## config.mk

```make
export PLATFORM = sky130hd
export DESIGN_NAME = mrx_rx_control
export DESIGN_NICKNAME = d
export VERILOG_FILES = /design/src/verilog/mrx_pkg.sv /design/src/verilog/mrx_rx_control.sv
export SDC_FILE = /design/constraint.sdc
export NUM_CORES = 1
export LEC_CHECK = 0
export BUFFER_PORTS_ARGS = -buffer_cell sky130_fd_sc_hd__buf_2
export CORE_UTILIZATION = 57
export CTS_CLUSTER_SIZE = 30
export DETAILED_ROUTE_END_ITERATION = 10
export PLACE_DENSITY = 0.8
export SETUP_SLACK_MARGIN = 0.15
export SYNTH_ARGS = -nofsm -noshare
export SYNTH_HDL_FRONTEND = slang
export SYNTH_SLANG_ARGS = --single-unit
export TNS_END_PERCENT = 20
```

## constraint.sdc

```tcl
create_clock -name clk -period 3.81 [get_ports clk]
set_input_delay 0.381 -clock clk [delete_from_list [all_inputs] [get_ports clk]]
set_output_delay 0.381 -clock clk [all_outputs]
set_load 0.02 [all_outputs]
```

## src/verilog/mrx_pkg.sv

```systemverilog
// shared constants and carrier types for the rx control / tx status block
package mrx_pkg;

  // ==========================================================
  // register map
  localparam logic [7:0]  TRANSMIT_OUTCOME_STATUS_OFF        = 8'h72;
  localparam logic [7:0]  RECEIVE_CONTROL_ONE_OFF       = 8'h74;
  localparam logic [15:0] RECEIVE_CONTROL_ONE_RESET     = 16'h0800;
  localparam logic [15:0] RECEIVE_CONTROL_ONE_MASK      = 16'hFF81;
  localparam logic [15:0] TRANSMIT_OUTCOME_STATUS_RESET      = 16'h0000;

  // ==========================================================
  // transmit_outcome_status fields
  localparam int TRANSMIT_OUTCOME_STATUS_LATE_BIT = 13;
  localparam int TRANSMIT_OUTCOME_STATUS_MAX_BIT  = 12;
  localparam int TRANSMIT_OUTCOME_STATUS_FID_LSB  = 0;
  localparam int FID_W         = 6;

  // ==========================================================
  // receive_control_one fields
  localparam int FLUSH_BIT   = 15;
  localparam int UDP_CHK_BIT = 14;
  localparam int TCP_CHK_BIT = 13;
  localparam int IP_CHK_BIT  = 12;
  localparam int PHYS_BIT    = 11;
  localparam int PAUSE_BIT   = 10;
  localparam int CRCERR_BIT  = 9;
  localparam int MCAST_BIT   = 8;
  localparam int BCAST_BIT   = 7;
  localparam int RUN_BIT     = 0;

  // ==========================================================
  // timing: one pause quantum is 512 bit times at 100 Mb/s
  localparam int CLK_MHZ          = 200;
  localparam int PAUSE_QUANTUM_NS = 5120;
  localparam int QUANTUM_CYC      = PAUSE_QUANTUM_NS * CLK_MHZ / 1000;
  localparam int QDIV_W           = $clog2(QUANTUM_CYC);

  // ==========================================================
  // carriers
  typedef struct packed {
    logic is_bcast;
    logic is_mcast;
    logic da_match;
    logic mcast_pass;
    logic crc_err;
    logic is_ip;
    logic ip_ok;
    logic is_tcp;
    logic tcp_ok;
    logic is_udp;
    logic udp_ok;
    logic is_pause;
  } mrx_class_s;

  typedef struct packed {
    logic             start;
    logic             done;
    logic             late_coll;
    logic             max_coll;
    logic [FID_W-1:0] fid;
  } mrx_tx_event_s;

  typedef struct packed {
    logic [7:0] data;
    logic       sof;
    logic       eof;
    logic       keep;
  } mrx_word_s;

  localparam int WORD_W = $bits(mrx_word_s);

endpackage

```

## src/verilog/mrx_rx_control.sv

```systemverilog
// rx control word, tx status word, rx filter and receive queue fifo
//
// Overview of operation
// - tx status word holds last frame outcome
// - bit 13 flags late collision
// - bit 12 flags maximum collisions reached
// - bits 5:0 carry that frame's identifier
// - flush bit clears queue, resets pointer
// - bit 14 drops bad udp checksum
// - bit 13 drops bad tcp checksum
// - bit 12 drops bad ip header checksum
// - bit 11 accepts matching unicast, resets one
// - bit 10 honours pause in full duplex
// - bit 9 keeps crc error frames
// - bit 8 accepts filtered multicast
// - bit 7 accepts all broadcast
// - bit 0 runs receive, stops after frame
`timescale 1ns/1ps

module mrx_fifo #(
  parameter int W = 8,
  parameter int D = 8
) (
  input  wire logic         clk,
  input  wire logic         reset_n,
  input  wire logic         clear,
  input  wire logic         in_valid,
  output logic              in_ready,
  input  wire logic [W-1:0] in_data,
  output logic              out_valid,
  input  wire logic         out_ready,
  output logic [W-1:0]      out_data
);

  localparam int AW = $clog2(D);

  // ==========================================================
  // elaboration check
  if (D < 2 || (1 << AW) != D) begin : g_bad_depth
    $error("mrx_fifo depth must be a power of two");
  end

  typedef struct packed {
    logic [AW:0] wr;
    logic [AW:0] rd;
  } mrx_fifo_state_s;

  mrx_fifo_state_s st_r;
  mrx_fifo_state_s st_nxt;
  logic [W-1:0]    mem [D];
  logic            push;
  logic            pop;

  // ==========================================================
  // flags
  assign in_ready  = !clear && !((st_r.wr[AW] != st_r.rd[AW]) &&
                     (st_r.wr[AW-1:0] == st_r.rd[AW-1:0]));
  assign out_valid = !clear && (st_r.wr != st_r.rd);
  assign out_data  = mem[st_r.rd[AW-1:0]];
  assign push      = in_valid && in_ready;
  assign pop       = out_valid && out_ready;

  always_comb begin
    st_nxt = st_r;
    if (clear) begin
      st_nxt = '0;
    end else begin
      if (push) begin
        st_nxt.wr = st_r.wr + 1'b1;
      end
      if (pop) begin
        st_nxt.rd = st_r.rd + 1'b1;
      end
    end
  end

  always_ff @(posedge clk or negedge reset_n) begin
    if (!reset_n) begin
      st_r <= '0;
    end else begin
      st_r <= st_nxt;
    end
  end

  // storage has no reset; pointers alone say what is valid
  always_ff @(posedge clk) begin
    if (push) begin
      mem[st_r.wr[AW-1:0]] <= in_data;
    end
  end

endmodule // mrx_fifo

module mrx_rx_control #(
  parameter int QDEPTH = 8
) (
  input  wire logic                    clk,
  input  wire logic                    reset_n,
  // register port
  input  wire logic [7:0]              reg_addr,
  input  wire logic                    reg_wr,
  input  wire logic                    reg_rd,
  input  wire logic [1:0]              reg_be,
  input  wire logic [15:0]             reg_wdata,
  output logic [15:0]                  reg_rdata,
  // transmit engine events
  input  wire mrx_pkg::mrx_tx_event_s  tx_evt,
  input  wire logic                    full_duplex,
  output logic                         tx_hold,
  // receive stream from the mac parser
  input  wire logic                    rx_valid,
  output logic                         rx_ready,
  input  wire logic [7:0]              rx_data,
  input  wire logic                    rx_sof,
  input  wire logic                    rx_eof,
  input  wire mrx_pkg::mrx_class_s     rx_class,
  input  wire logic [15:0]             rx_pause_quanta,
  // receive queue side
  output logic                         q_valid,
  input  wire logic                    q_ready,
  output mrx_pkg::mrx_word_s           q_word,
  output logic                         rx_queue_reset,
  output logic                         rx_running
);

  typedef struct packed {
    logic [15:0]                rdata;
    logic [15:0]                ctrl;
    logic [15:0]                transmit_outcome_status;
    logic                       late_acc;
    logic                       max_acc;
    logic                       live;
    logic [15:0]                pause_q;
    logic [mrx_pkg::QDIV_W-1:0] qdiv;
  } mrx_state_s;

  mrx_state_s        st_r;
  mrx_state_s        st_nxt;
  mrx_pkg::mrx_word_s push_word;
  logic              push_valid;
  logic              fifo_ready;
  logic              beat;
  logic              start_live;
  logic              take;
  logic              keep;
  logic              flush;
  logic              honour;

  // ==========================================================
  // frame acceptance
  function automatic logic frame_pass(input mrx_pkg::mrx_class_s c,
                                      input logic [15:0] k);
    logic addr_ok;
    logic chk_bad;
    addr_ok = 1'b0;
    chk_bad = 1'b0;
    if (c.is_bcast) begin
      addr_ok = k[mrx_pkg::BCAST_BIT];
    end else if (c.is_mcast) begin
      addr_ok = k[mrx_pkg::MCAST_BIT] && c.mcast_pass;
    end else begin
      addr_ok = k[mrx_pkg::PHYS_BIT] && c.da_match;
    end
    // protocol flags gate the udp, tcp and ip checks so other frames pass
    if (k[mrx_pkg::UDP_CHK_BIT] && c.is_udp && !c.udp_ok) begin
      chk_bad = 1'b1;
    end
    if (k[mrx_pkg::TCP_CHK_BIT] && c.is_tcp && !c.tcp_ok) begin
      chk_bad = 1'b1;
    end
    if (k[mrx_pkg::IP_CHK_BIT] && c.is_ip && !c.ip_ok) begin
      chk_bad = 1'b1;
    end
    if (c.crc_err && !k[mrx_pkg::CRCERR_BIT]) begin
      chk_bad = 1'b1;
    end
    return addr_ok && !chk_bad;
  endfunction

  // ==========================================================
  // stream path
  assign flush  = st_r.ctrl[mrx_pkg::FLUSH_BIT];
  assign honour = st_r.ctrl[mrx_pkg::PAUSE_BIT] && full_duplex;
  // enable is sampled only at frame start, so a clear lets the
  // current frame finish
  assign start_live = rx_sof && st_r.ctrl[mrx_pkg::RUN_BIT] && !flush;
  assign take       = !flush && (st_r.live || start_live);
  assign push_valid = rx_valid && take;
  // frames not taken are sunk at full rate, never stalled
  assign rx_ready   = take ? fifo_ready : 1'b1;
  assign beat       = rx_valid && rx_ready;
  assign keep       = rx_eof && frame_pass(rx_class, st_r.ctrl);

  always_comb begin
    push_word      = '0;
    push_word.data = rx_data;
    push_word.sof  = rx_sof;
    push_word.eof  = rx_eof;
    push_word.keep = keep; // downstream commits on eof with keep
  end

  mrx_fifo #(
    .W (mrx_pkg::WORD_W),
    .D (QDEPTH)
  ) u_fifo (
    .clk       (clk),
    .reset_n   (reset_n),
    .clear     (flush),
    .in_valid  (push_valid),
    .in_ready  (fifo_ready),
    .in_data   (push_word),
    .out_valid (q_valid),
    .out_ready (q_ready),
    .out_data  (q_word)
  );

  assign rx_queue_reset = flush;
  assign rx_running     = st_r.ctrl[mrx_pkg::RUN_BIT];
  assign reg_rdata      = st_r.rdata;
  assign tx_hold        = st_r.pause_q != 16'h0000;

  // ==========================================================
  // next state
  always_comb begin
    st_nxt = st_r;

    // register writes, byte lanes honoured
    if (reg_wr && reg_addr == mrx_pkg::RECEIVE_CONTROL_ONE_OFF) begin
      if (reg_be[0]) begin
        st_nxt.ctrl[7:0] = reg_wdata[7:0] & mrx_pkg::RECEIVE_CONTROL_ONE_MASK[7:0];
      end
      if (reg_be[1]) begin
        // flush stays set until software clears it
        st_nxt.ctrl[15:8] = reg_wdata[15:8] &
                            mrx_pkg::RECEIVE_CONTROL_ONE_MASK[15:8];
      end
    end

    // register reads, unmapped reads return zero
    if (reg_rd) begin
      unique case (reg_addr)
        mrx_pkg::TRANSMIT_OUTCOME_STATUS_OFF:  st_nxt.rdata = st_r.transmit_outcome_status;
        mrx_pkg::RECEIVE_CONTROL_ONE_OFF: st_nxt.rdata = st_r.ctrl;
        default:            st_nxt.rdata = 16'h0000;
      endcase
    end

    // collision outcome gathered over one frame
    if (tx_evt.start) begin
      st_nxt.late_acc = 1'b0;
      st_nxt.max_acc  = 1'b0;
    end
    if (tx_evt.late_coll) begin
      st_nxt.late_acc = 1'b1;
    end
    if (tx_evt.max_coll) begin
      st_nxt.max_acc = 1'b1;
    end
    if (tx_evt.done) begin
      // whole word replaced at once so id and flags match
      st_nxt.transmit_outcome_status = mrx_pkg::TRANSMIT_OUTCOME_STATUS_RESET;
      st_nxt.transmit_outcome_status[mrx_pkg::TRANSMIT_OUTCOME_STATUS_FID_LSB +: mrx_pkg::FID_W] = tx_evt.fid;
      st_nxt.transmit_outcome_status[mrx_pkg::TRANSMIT_OUTCOME_STATUS_LATE_BIT] =
        st_r.late_acc || tx_evt.late_coll;
      st_nxt.transmit_outcome_status[mrx_pkg::TRANSMIT_OUTCOME_STATUS_MAX_BIT] =
        st_r.max_acc || tx_evt.max_coll;
    end

    // frame tracking
    if (flush) begin
      st_nxt.live = 1'b0;
    end else if (beat) begin
      if (rx_eof) begin
        st_nxt.live = 1'b0;
      end else if (start_live) begin
        st_nxt.live = 1'b1;
      end
    end

    // pause timer, counted in quanta by a divider enable
    if (!honour) begin
      st_nxt.pause_q = 16'h0000; // no meaning in half duplex
      st_nxt.qdiv    = '0;
    end else if (beat && push_valid && keep && rx_class.is_pause) begin
      st_nxt.pause_q = rx_pause_quanta;
      st_nxt.qdiv    = '0;
    end else if (st_r.pause_q != 16'h0000) begin
      if (st_r.qdiv == mrx_pkg::QDIV_W'(mrx_pkg::QUANTUM_CYC - 1)) begin
        st_nxt.qdiv    = '0;
        st_nxt.pause_q = st_r.pause_q - 16'h0001;
      end else begin
        st_nxt.qdiv = st_r.qdiv + 1'b1;
      end
    end
  end

  always_ff @(posedge clk or negedge reset_n) begin
    if (!reset_n) begin
      st_r      <= '0;
      st_r.ctrl <= mrx_pkg::RECEIVE_CONTROL_ONE_RESET;
      st_r.transmit_outcome_status <= mrx_pkg::TRANSMIT_OUTCOME_STATUS_RESET;
    end else begin
      st_r <= st_nxt;
    end
  end

endmodule // mrx_rx_control
```

---- Word level (Yosys, flattened, before mapping) ----
Memory sizes are Yosys's and may differ from the RTL's.
Index checks and enable logic that the tools add are counted.
word-level totals
  register bits after elaboration ......... 71
  memory bits (writable) .................. 88
  bits of input ports ..................... 81
  output and inout bits ................... 32
  word-level logic and storage cells ...... 96
  memories ................................ 1
operators by class
  add/sub/neg operators ................... 4
  eq/ne operators ......................... 8
  mux-type cells .......................... 25
  reduce and logical (&&, ||, !) cells .... 47
memories
  memory      depth  width  rd ports  clocked after Yosys merged registers in  wr ports  line                  source
  u_fifo.mem  8      11     1         0                                        1         mrx_rx_control.sv:50  logic [W-1:0] mem [D];
operator list
  kind                     count
  $mux W26                 3
  $pmux W16 S2             1
  $logic_and A1 B1 Y1      26
  $eq A8 B7 Y1 const B     2
  $mux W16                 1
  $reduce_bool A16 Y1      1
  $sub A16 B1 Y16 const B  1
  $mux W1                  15
  $add A10 B1 Y10 const B  1
  $eq A10 B10 Y1 const B   1
  $mux W10                 1
  $reduce_bool A2 Y1       5
  $add A4 B1 Y4 const B    2
  $mux W4                  2
  $mux W8                  1
  $reduce_and A2 Y1        4
  $logic_not A1 Y1         7
  $ne A4 B4 Y1             1
  $eq A3 B3 Y1             1
  $logic_or A1 B1 Y1       3
  $ne A3 B1 Y1 const B     1
  $ne A3 B2 Y1 const B     1
  $reduce_bool A3 Y1       1
  $mux W2                  1
  $ne A1 B1 Y1             1

---- Depth between registers and ports, before layout ----
Gate-level depths: netlist (run 1).
  depth in word-level cells ............... 13
  depth in mapped cells ................... 8
  mapped depth without buffers ............ 7

---- Cells and area by module ----
From an unflattened synthesis (run 1), not the netlist that was laid out.
second synthesis, totals
  cells, all modules ...................... 535
  area, all modules ....................... 7325.8 sq um
by module, submodules not included
  module          times used  cells an instance  area each (sq um)  sequential area each (sq um)
  mrx_fifo        1           208                4005.1             2842.7
  mrx_rx_control  1           327                3320.7             1552.7

---- Worst setup path before layout (run 1) ----
No wires, ideal clock.
  path kind ............................... register to register
  from .................................... register u_fifo.st_r[0] (netlist bit)
  to ...................................... memory u_fifo.mem[0][0] (netlist bit) (enable)
  setup time .............................. 0.408 ns
  arrival ................................. 2.324 ns
  slack ................................... 1.078 ns
  cell stages (with the launch flop) ...... 7
  path buffers ............................ 2
  clock period less this slack ............ 2.732 ns
  path through ............................ dfrtp_1 buf_4 xnor2_1 nand4_1 nand3_1 buf_2 nor4_1
on the way
  word-level cells in the longest chain between the ends .. 7
RTL lines
  item                           line                  source
  start: declaration             mrx_rx_control.sv:48  mrx_fifo_state_s st_r;
  start signal: assignment       mrx_rx_control.sv:81  st_r <= st_nxt;
  $eq A3 B3 Y1                   mrx_rx_control.sv:57  (st_r.wr[AW-1:0] == st_r.rd[AW-1:0]));
  $logic_and A1 B1 Y1            mrx_rx_control.sv:56  assign in_ready = !clear && !((st_r.wr[AW] != st_r.rd[AW]) &&
  $logic_not A1 Y1               mrx_rx_control.sv:56
  $logic_and A1 B1 Y1            mrx_rx_control.sv:56
  $logic_and A1 B1 Y1            mrx_rx_control.sv:60  assign push = in_valid && in_ready;
  $mux W1                        mrx_rx_control.sv:87  if (push) begin
  $mux W1 (implied by the code)  mrx_rx_control.sv:88  mem[st_r.wr[AW-1:0]] <= in_data;
  end: declaration               mrx_rx_control.sv:50
No other way between the ends.

==> reports/qor.csv, run 1 <==
stage,metric,value,unit
placement,port bufs,105,
timing,final setup violation count,0,
timing,setup ws final,1.147,ns
worst_setup_path,type of destination of the critical path,primary output,
worst_setup_path,FF-to-FF setup slack,1.33,ns
worst_setup_path,"Critical Path, Cell by Cell",buf_4 > mux4_2 > mux2_2 > buf_2,
synthesis,Yosys cell types,58,
timing,RSZ-0062 raised after global routing,no,
worst_setup_path,Worst EP required,3.43,ns
route,via count,4502,
route,Iter 0 DRT Violations,335,
synthesis,ys flop type,edfxtp_1,
synthesis,synth warn,0,
hold_path,Hold WC Path Type,primary input to register,
pwr,sw power,1202,uW
timing,max-slew violation count,0,
pwr,Pwr Density,540.1,nW/um^2
placement,DP Worst Slack,1.354,ns
clocking,Post-CTS Setup Inserts,0,
floorplan,io pins,113,
grt,GR Layer Usage met2,40.37,%
pwr,Flop pwr share,42.5,%
synthesis,post-synthesis instance area,7087,sq um
pwr,Combinational Power Share,21.2,%
grt,GR Layer Usage met3,6.057,%
finish,Fill cells,841,
grt,GRT Max-Usage Layer,met2,
clocking,Clock Latency Late Sink,0.43,ns
pwr,Clock power frac,36.3,%
floorplan,Die Area,12880,sq um
run_status,run status,finished clean,
worst_setup_path,worst path arrival time,2.28,ns
grt,Total GRT Usage,24.01,%
timing,Worst Max-Slew Pin Slew,0.7863,ns
clocking,# clock sinks,158,
pwr,Int Power,3265,uW
synthesis,Post-synth EDFFs,88,
pwr,switching share of power,26.92,%
clocking,maximum clock insertion buffer count,2,
timing,minimum clock period after layout,2.663,ns
placement,RD Place Congestion,0.7904,
finish,share of cells above drive strength 1,33.06,%
clocking,Inserted Clock Buffers,17,
clocking,Clock transition at path regs,0.06,ns
timing,FMAX,375.5,MHz
synthesis,syn nets,598,
grt,pin count of the biggest net entering global routing,44,
pwr,Max IR drop VDD,281.0,uV
finish,ant diodes,0,
finish,area delta synth->final,16.70,%
synthesis,post-synthesis instance total,512,
pwr,Pwr Total,4467,uW
route,Post-Route WL,14390,um
synthesis,Synth Area per Inst,13.84,sq um
finish,sequential cell area,4395,sq um
route,First-pass DRT Iterations,6,
placement,placed cell area,7687,sq um
worst_setup_path,Critical Path Start Type,register,
worst_setup_path,crit path kind,register to primary output,
timing,WHS,0.1497,ns
grt,vias in the first global route,4578,
route,Routed Antenna Nets,0,
worst_setup_path,Critical Path Fanout Max,26,
worst_setup_path,Critical-path top delay cell,mux4_2,
route,drt drc,0,
clocking,CTS tree,built,
finish,multi-input logic area,2380,sq um
timing,Final Cycle Share,69.91,%
worst_setup_path,Critical Path Max Stage Delay,0.60,ns
grt,initial antenna violation count,0,
placement,hpwl dp,9361,um
pwr,Lkg Pwr,0.003199,uW
job,Max-Cap Viols,0,
route,vias per cell,5.713,
finish,"commonest non-fill, non-tap cell in the layout",buf_2,
floorplan,die width,113.5,um
route,drt wl/cell,18.27,um
clocking,CTS H-Tree Depth,4,
synthesis,Synth async-reset ratio,44.30,%
finish,"commonest cells after routing, fill and taps aside","buf_2, edfxtp_1, dfrtp_1",
grt,first-pass GRT wire length,22900,um
synthesis,"Seq/Total Area, Yosys",62.02,%
grt,GRT overflow,0,
floorplan,starting density of the core,58.76,%
grt,M1 GR Usage,29.66,%
timing,Worst Skew,0.01272,ns
timing,TNS Setup,0,ns
timing,final hold violation count,0,
timing,Slew HR,47.23,%
synthesis,Synth Register Bits,158,
clocking,root buffer cell,clkbuf_16,
finish,cell area after layout,8270,sq um
finish,nets,693,
floorplan,Rows,40,
floorplan,Die H,113.5,um
floorplan,core footprint,12060,sq um
final timing paths:
path / from / endpoint / cells past startpoint
max: u_fifo.st_r[0] / q_word[1] / 4
min: tx_evt[7] / st_r[28] / 2
max reg2reg: u_fifo.st_r[6] / st_r[2] / 6
min reg2reg: st_r[28] / st_r[28] / 1
max in group asynchronous: reset_n / st_r[2] / 3
min in group asynchronous: reset_n / rx_running / 2
power by group through the flow:
stage	Sequential, uW	Clock, uW	Combinational, uW
final	1900	1620	947
after global routing	1900	1700	1040
after CTS	1900	1640	973
after detailed placement	1930	0	964
after global placement	1930	0	929
after floorplan	1920	0	712
cell families (layout without fill, tap and decap cells):
logic type,Yosys count,in the layout,share of synthesized area [%]
buf+inv,63,171,4.485
mux,52,52,11.72
xor+xnor,26,26,3.213
flops,158,158,62.02
fa+ha+maj,5,5,0.8828
other cells,1,1,0.05292
compound gates,77,77,6.815
simple gates,130,130,10.81
sequential cells by signal, indices dropped and copies added, names as in the netlist:
register,flops
st_r,45
u_fifo.mem,88
u_fifo.st_r,8
reg_rdata,15
rx_queue_reset,1
rx_running,1
cell type report:
| cell class | count | area share (%) |
|---|---|---|
| clock buffers | 17 | 5.144 |
| clock inverters | 15 | 1.785 |
| inverters | 19 | 0.8623 |
| multi-input cells | 291 | 28.77 |
| flip-flops and latches | 158 | 53.15 |
| well taps | 168 | 2.542 |
| repair buffers | 120 | 7.746 |
through the flow:
stage / util, % / cells
2_1_floorplan: - / 512
3_3_place_gp: 63.73 / 755
3_5_place_dp: 63.73 / 755
4_1_cts: 68.57 / 788
5_1_grt: 68.57 / 788
6_report: 68.57 / 788
Yosys cell counts (16+ instances only):
cell type | number | area, sq um
edfxtp_1 | 88 | 2643
dfrtp_1 | 69 | 1727
a21oi_1 | 25 | 125.1
nand3_1 | 25 | 125.1
nor2_1 | 23 | 86.33
mux4_2 | 22 | 495.5
inv_1 | 19 | 71.32
mux2_2 | 18 | 202.7
o31ai_1 | 18 | 135.1
buf_4 | 17 | 127.6
o21ai_0 | 16 | 80.08
critical path: cells and delay by family (launching register included):
family   cells  cell delay, ns
buf+inv      2            0.58
flops        1            0.37
mux          2            0.89
what timing repair did:
| item | in CTS | in global routing |
|---|---|---|
| hold buffers | 1 | 0 |
| endpoints found under the hold margin | 26 | 0 |
| gates resized for setup | 0 | 0 |
layer usage:
metal / wire (um) / vias to the layer above
met5: 0 / -
met4: 346 / 0
met3: 696 / 30
met2: 7416 / 135
met1: 5934 / 2231
li1: - / 2106
(Power assumes the default switching activity.)
==> inputs of run 2 (changes only) <==
--- a/config.mk
+++ b/config.mk
@@ -5,6 +5,7 @@
 export SDC_FILE = /design/constraint.sdc
 export NUM_CORES = 1
 export LEC_CHECK = 0
+export ABC_AREA = 1
 export BUFFER_PORTS_ARGS = -buffer_cell sky130_fd_sc_hd__buf_2
 export CORE_UTILIZATION = 57
 export CTS_CLUSTER_SIZE = 30
==> constraint.sdc (replaced) <==
create_clock -name clk -period 2.68 [get_ports clk]
set_input_delay 0.268 -clock clk [delete_from_list [all_inputs] [get_ports clk]]
set_output_delay 0.268 -clock clk [all_outputs]
set_load 0.02 [all_outputs]
==> reports/qor.csv, run 2 <==
stage,metric,value,unit,change
route,via count,5830,,+29%
worst_setup_path,crit path kind,register to primary output,,
route,First-pass DRT Iterations,5,,-1
synthesis,Synth area leaders,"edfxtp_1, dfrtp_1, nand2_1",,
synthesis,post-synthesis instance area,7513,sq um,+6.0%
timing,FMAX,418.8,MHz,
timing,Worst Max-Slew Pin Slew,0.8514,ns,+0.06511 ns
pwr,Clock power frac,43.2,%,+6.9 points
synthesis,commonest cells in the netlist,"nand2_1, nor2_1, edfxtp_1, o21ai_0, dfrtp_1",,
finish,ant diodes,0,,unchanged
clocking,CTS tree,built,,
floorplan,io pins,113,,unchanged
pwr,Lkg Pwr,0.003944,uW,+23%
clocking,maximum clock insertion buffer count,2,,unchanged
worst_setup_path,CP dominant cell by count,inv_1,,
timing,minimum clock period after layout,2.388,ns,
route,Post-Route WL,16000,um,+11%
run_status,run status,finished clean,,
grt,GRT overflow,0,,unchanged
floorplan,starting density of the core,59.06,%,+0.30 points
timing,final setup violation count,0,,unchanged
placement,port bufs,105,,unchanged
worst_setup_path,worst path arrival time,2.12,ns,-0.16 ns
clocking,Clock transition at path regs,0.06,ns,about the same
synthesis,Synth Register Bits,158,,unchanged
worst_setup_path,Critical path buffers and inverters,3,,+1
placement,RD Place Congestion,0.8755,,+11%
pwr,Flop pwr share,51.2,%,+8.7 points
worst_setup_path,type of destination of the critical path,primary output,,
route,DRT met1 WL,7178,um,+21%
clocking,Post-CTS Setup Inserts,0,,unchanged
clocking,CTS H-Tree Depth,4,,unchanged
pwr,Max IR drop VDD,362.3,uV,+29%
route,vias per cell,5.363,,-6.1%
placement,hpwl dp,10410,um,+11%
finish,"commonest non-fill, non-tap cell in the layout",nand2_1,,
pwr,sw power,1191,uW,-0.90%
synthesis,post-synthesis instance total,802,,+57%
worst_setup_path,Critical Path Max Stage Delay,0.42,ns,-0.18 ns
timing,Slew HR,43.17,%,-4.1 points
worst_setup_path,Top Family by Delay on Critical Path,simple AND/OR/NAND/NOR gates,,
timing,final hold violation count,0,,unchanged
synthesis,Post-synth EDFFs,88,,unchanged
clocking,Inserted Clock Buffers,17,,unchanged
finish,share of cells above drive strength 1,19.34,%,-14 points
hold_path,Hold WC Path Type,primary input to register,,
synthesis,"area leader, netlist",edfxtp_1,,
timing,RSZ-0062 raised after global routing,yes,,
finish,area delta synth->final,16.04,%,
pwr,Combinational Power Share,5.6,%,-16 points
floorplan,core footprint,12720,sq um,+5.5%
route,met3 routed WL,846,um,+22%
route,drt wl/cell,14.72,um,-19%
synthesis,"Seq/Total Area, Yosys",58.50,%,-3.5 points
finish,max reg flops,88,,unchanged
clocking,root buffer cell,clkbuf_16,,
synthesis,top-count cell post-synth,nand2_1,,
timing,Final Cycle Share,89.10,%,
route,Routed Antenna Nets,0,,unchanged
worst_setup_path,"Critical Path, Cell by Cell",inv_1 > ha_1 > nor3b_1 > nand2_1 > nor2_4 > inv_1 > buf_2,,
grt,initial antenna violation count,0,,unchanged
synthesis,syn nets,888,,+48%
clocking,Clock Latency Late Sink,0.43,ns,about the same
clocking,# clock sinks,158,,unchanged
placement,placed cell area,8163,sq um,+6.2%
worst_setup_path,Critical Path Start Type,register,,
floorplan,Rows,41,,+2.5%
grt,Total GRT Usage,26.10,%,+2.1 points
finish,nets,988,,+43%
worst_setup_path,Reg2Reg Depth,11,,+5
finish,cell area after layout,8718,sq um,+5.4%
pwr,Int Power,3893,uW,+19%
worst_setup_path,Worst path depth,7,,+3
worst_setup_path,Critical-path top delay cell,dfrtp_1,,
synthesis,post-synth top area share,35.17,%,-2.1 points
floorplan,Die Area,13640,sq um,+5.9%
synthesis,Synth Area per Inst,9.368,sq um,-32%
floorplan,Die H,116.8,um,+2.9%
route,Highest Signal Layer,met4,,
worst_setup_path,Critical Path Fanout Max,13,,-50%
grt,vias in the first global route,5559,,+21%
timing,max-slew violation count,0,,unchanged
job,Max-Cap Viols,0,,unchanged
synthesis,Synth async-reset ratio,44.30,%,unchanged
finish,"commonest cells after routing, fill and taps aside","nand2_1, nor2_1, buf_2",,
synthesis,ys flop type,edfxtp_1,,
pwr,switching share of power,23.43,%,-3.5 points
grt,first-pass GRT wire length,26710,um,+17%
hold_path,hold depth,2,,unchanged
synthesis,Yosys cell types,41,,-29%
pwr,Pwr Density,583.2,nW/um^2,+8.0%
worst_setup_path,Worst EP required,2.41,ns,-1.02 ns
route,drt drc,0,,unchanged
timing,Worst Skew,0.005958,ns,-0.006762 ns
route,Iter 0 DRT Violations,429,,+28%
timing,TNS Setup,0,ns,unchanged
synthesis,synth warn,0,,unchanged
grt,pin count of the biggest net entering global routing,49,,+11%
route,met2 wire len,7748,um,+4.5%
floorplan,die width,116.8,um,+2.9%
run 2: cell count changes in the layout (fill, tap and decap cells not counted), moves of 8 or more:
cell and change:
inv_1 +39, nand2_1 +164, mux2_2 -18, o31ai_1 -10, nor3_1 -11, mux4_2 -22, a31oi_1 +8, nor2_1 +100
nand3_1 +12, o21ai_0 +66, o22ai_1 +12, o211ai_1 +16, a21oi_1 -18, mux2_1 -10
run 2: logic make-up (layout without fill, tap and decap cells):
family / Yosys count / after routing / synth area share (%)
adder cells (fa/ha/maj): 5 / 5 / 0.8326
flip-flops: 158 / 158 / 58.50
buffers and inverters: 108 / 221 / 6.528
other: 1 / 1 / 0.04991
AO/OA/AOI/OAI: 139 / 139 / 10.72
XOR/XNOR: 21 / 21 / 2.448
AND/OR/NAND/NOR: 370 / 370 / 20.92
run 2: worst register-to-register path, stage by stage (launching register included):
cell and delay (ns):
dfstp_2 0.54, nand3_1 0.08, nand3_1 0.07, nand2_1 0.07, nor2_2 0.38, inv_2 0.09, nor2_4 0.43, nor2_4 0.19
nand2_1 0.10, nand2_1 0.05, nand2_1 0.05, nand2_1 0.05
run 2: timing repair:
action | in CTS | in global routing
resized for setup | 0 | 1
endpoints found under the setup margin | 0 | 3
endpoints found under the hold margin | 21 | 0
hold buffers | 1 | 0
run 2: metrics by stage:
stage	total power [uW]	cells	util (%)	hold slack, ns	worst slack, ns
global placement	2926	1054	64.16	0.2928	0.5237
detailed placement	2932	1054	64.16	0.2945	0.4946
floorplan	2801	802	-	-0.02759	0.2911
global route	5262	1087	68.53	0.03938	0.1303
finish	5085	1087	68.53	0.02527	0.2921
CTS	5109	1087	68.50	0.01712	0.2554
run 2: metal layers:
metal | vias up | global-route usage [%]
li1 | 2878 | -
met1 | 2762 | 34.07
met2 | 174 | 43.39
met3 | 16 | 5.613
met4 | 0 | 9.451
met5 | - | 0
run 2: layout make-up:
class | count | area [sq um]
multi-input cells | 536 | 2628
repair buffers | 126 | 701.9
clock inverters | 14 | 112.6
flip-flops and latches | 158 | 4395
well taps | 172 | 215.2
inverters | 63 | 236.5
clock buffers | 18 | 429.2
fillers | 1003 | 4004
run 2: final timing paths:
path | start | to | slack (ns)
max in group asynchronous | reset_n | reg_rdata[3] | 1.63
hold / removal | tx_evt[9] | st_r[28] | 0.03
setup reg to reg | st_r[56] | st_r[11] | 0.48
hold reg to reg | reg_rdata[2] | reg_rdata[2] | 0.48
setup / recovery | st_r[10] | tx_hold | 0.29
min in group asynchronous | reset_n | st_r[23] | 0.38
run 2: power by group through the flow:
| stage | logic, uW | clock network [uW] | registers [uW] |
|---|---|---|---|
| finish | 283 | 2200 | 2600 |
| global route | 326 | 2330 | 2600 |
| CTS | 285 | 2220 | 2600 |
| detailed placement | 281 | 0 | 2650 |
| global placement | 276 | 0 | 2650 |
| floorplan | 151 | 0 | 2650 |
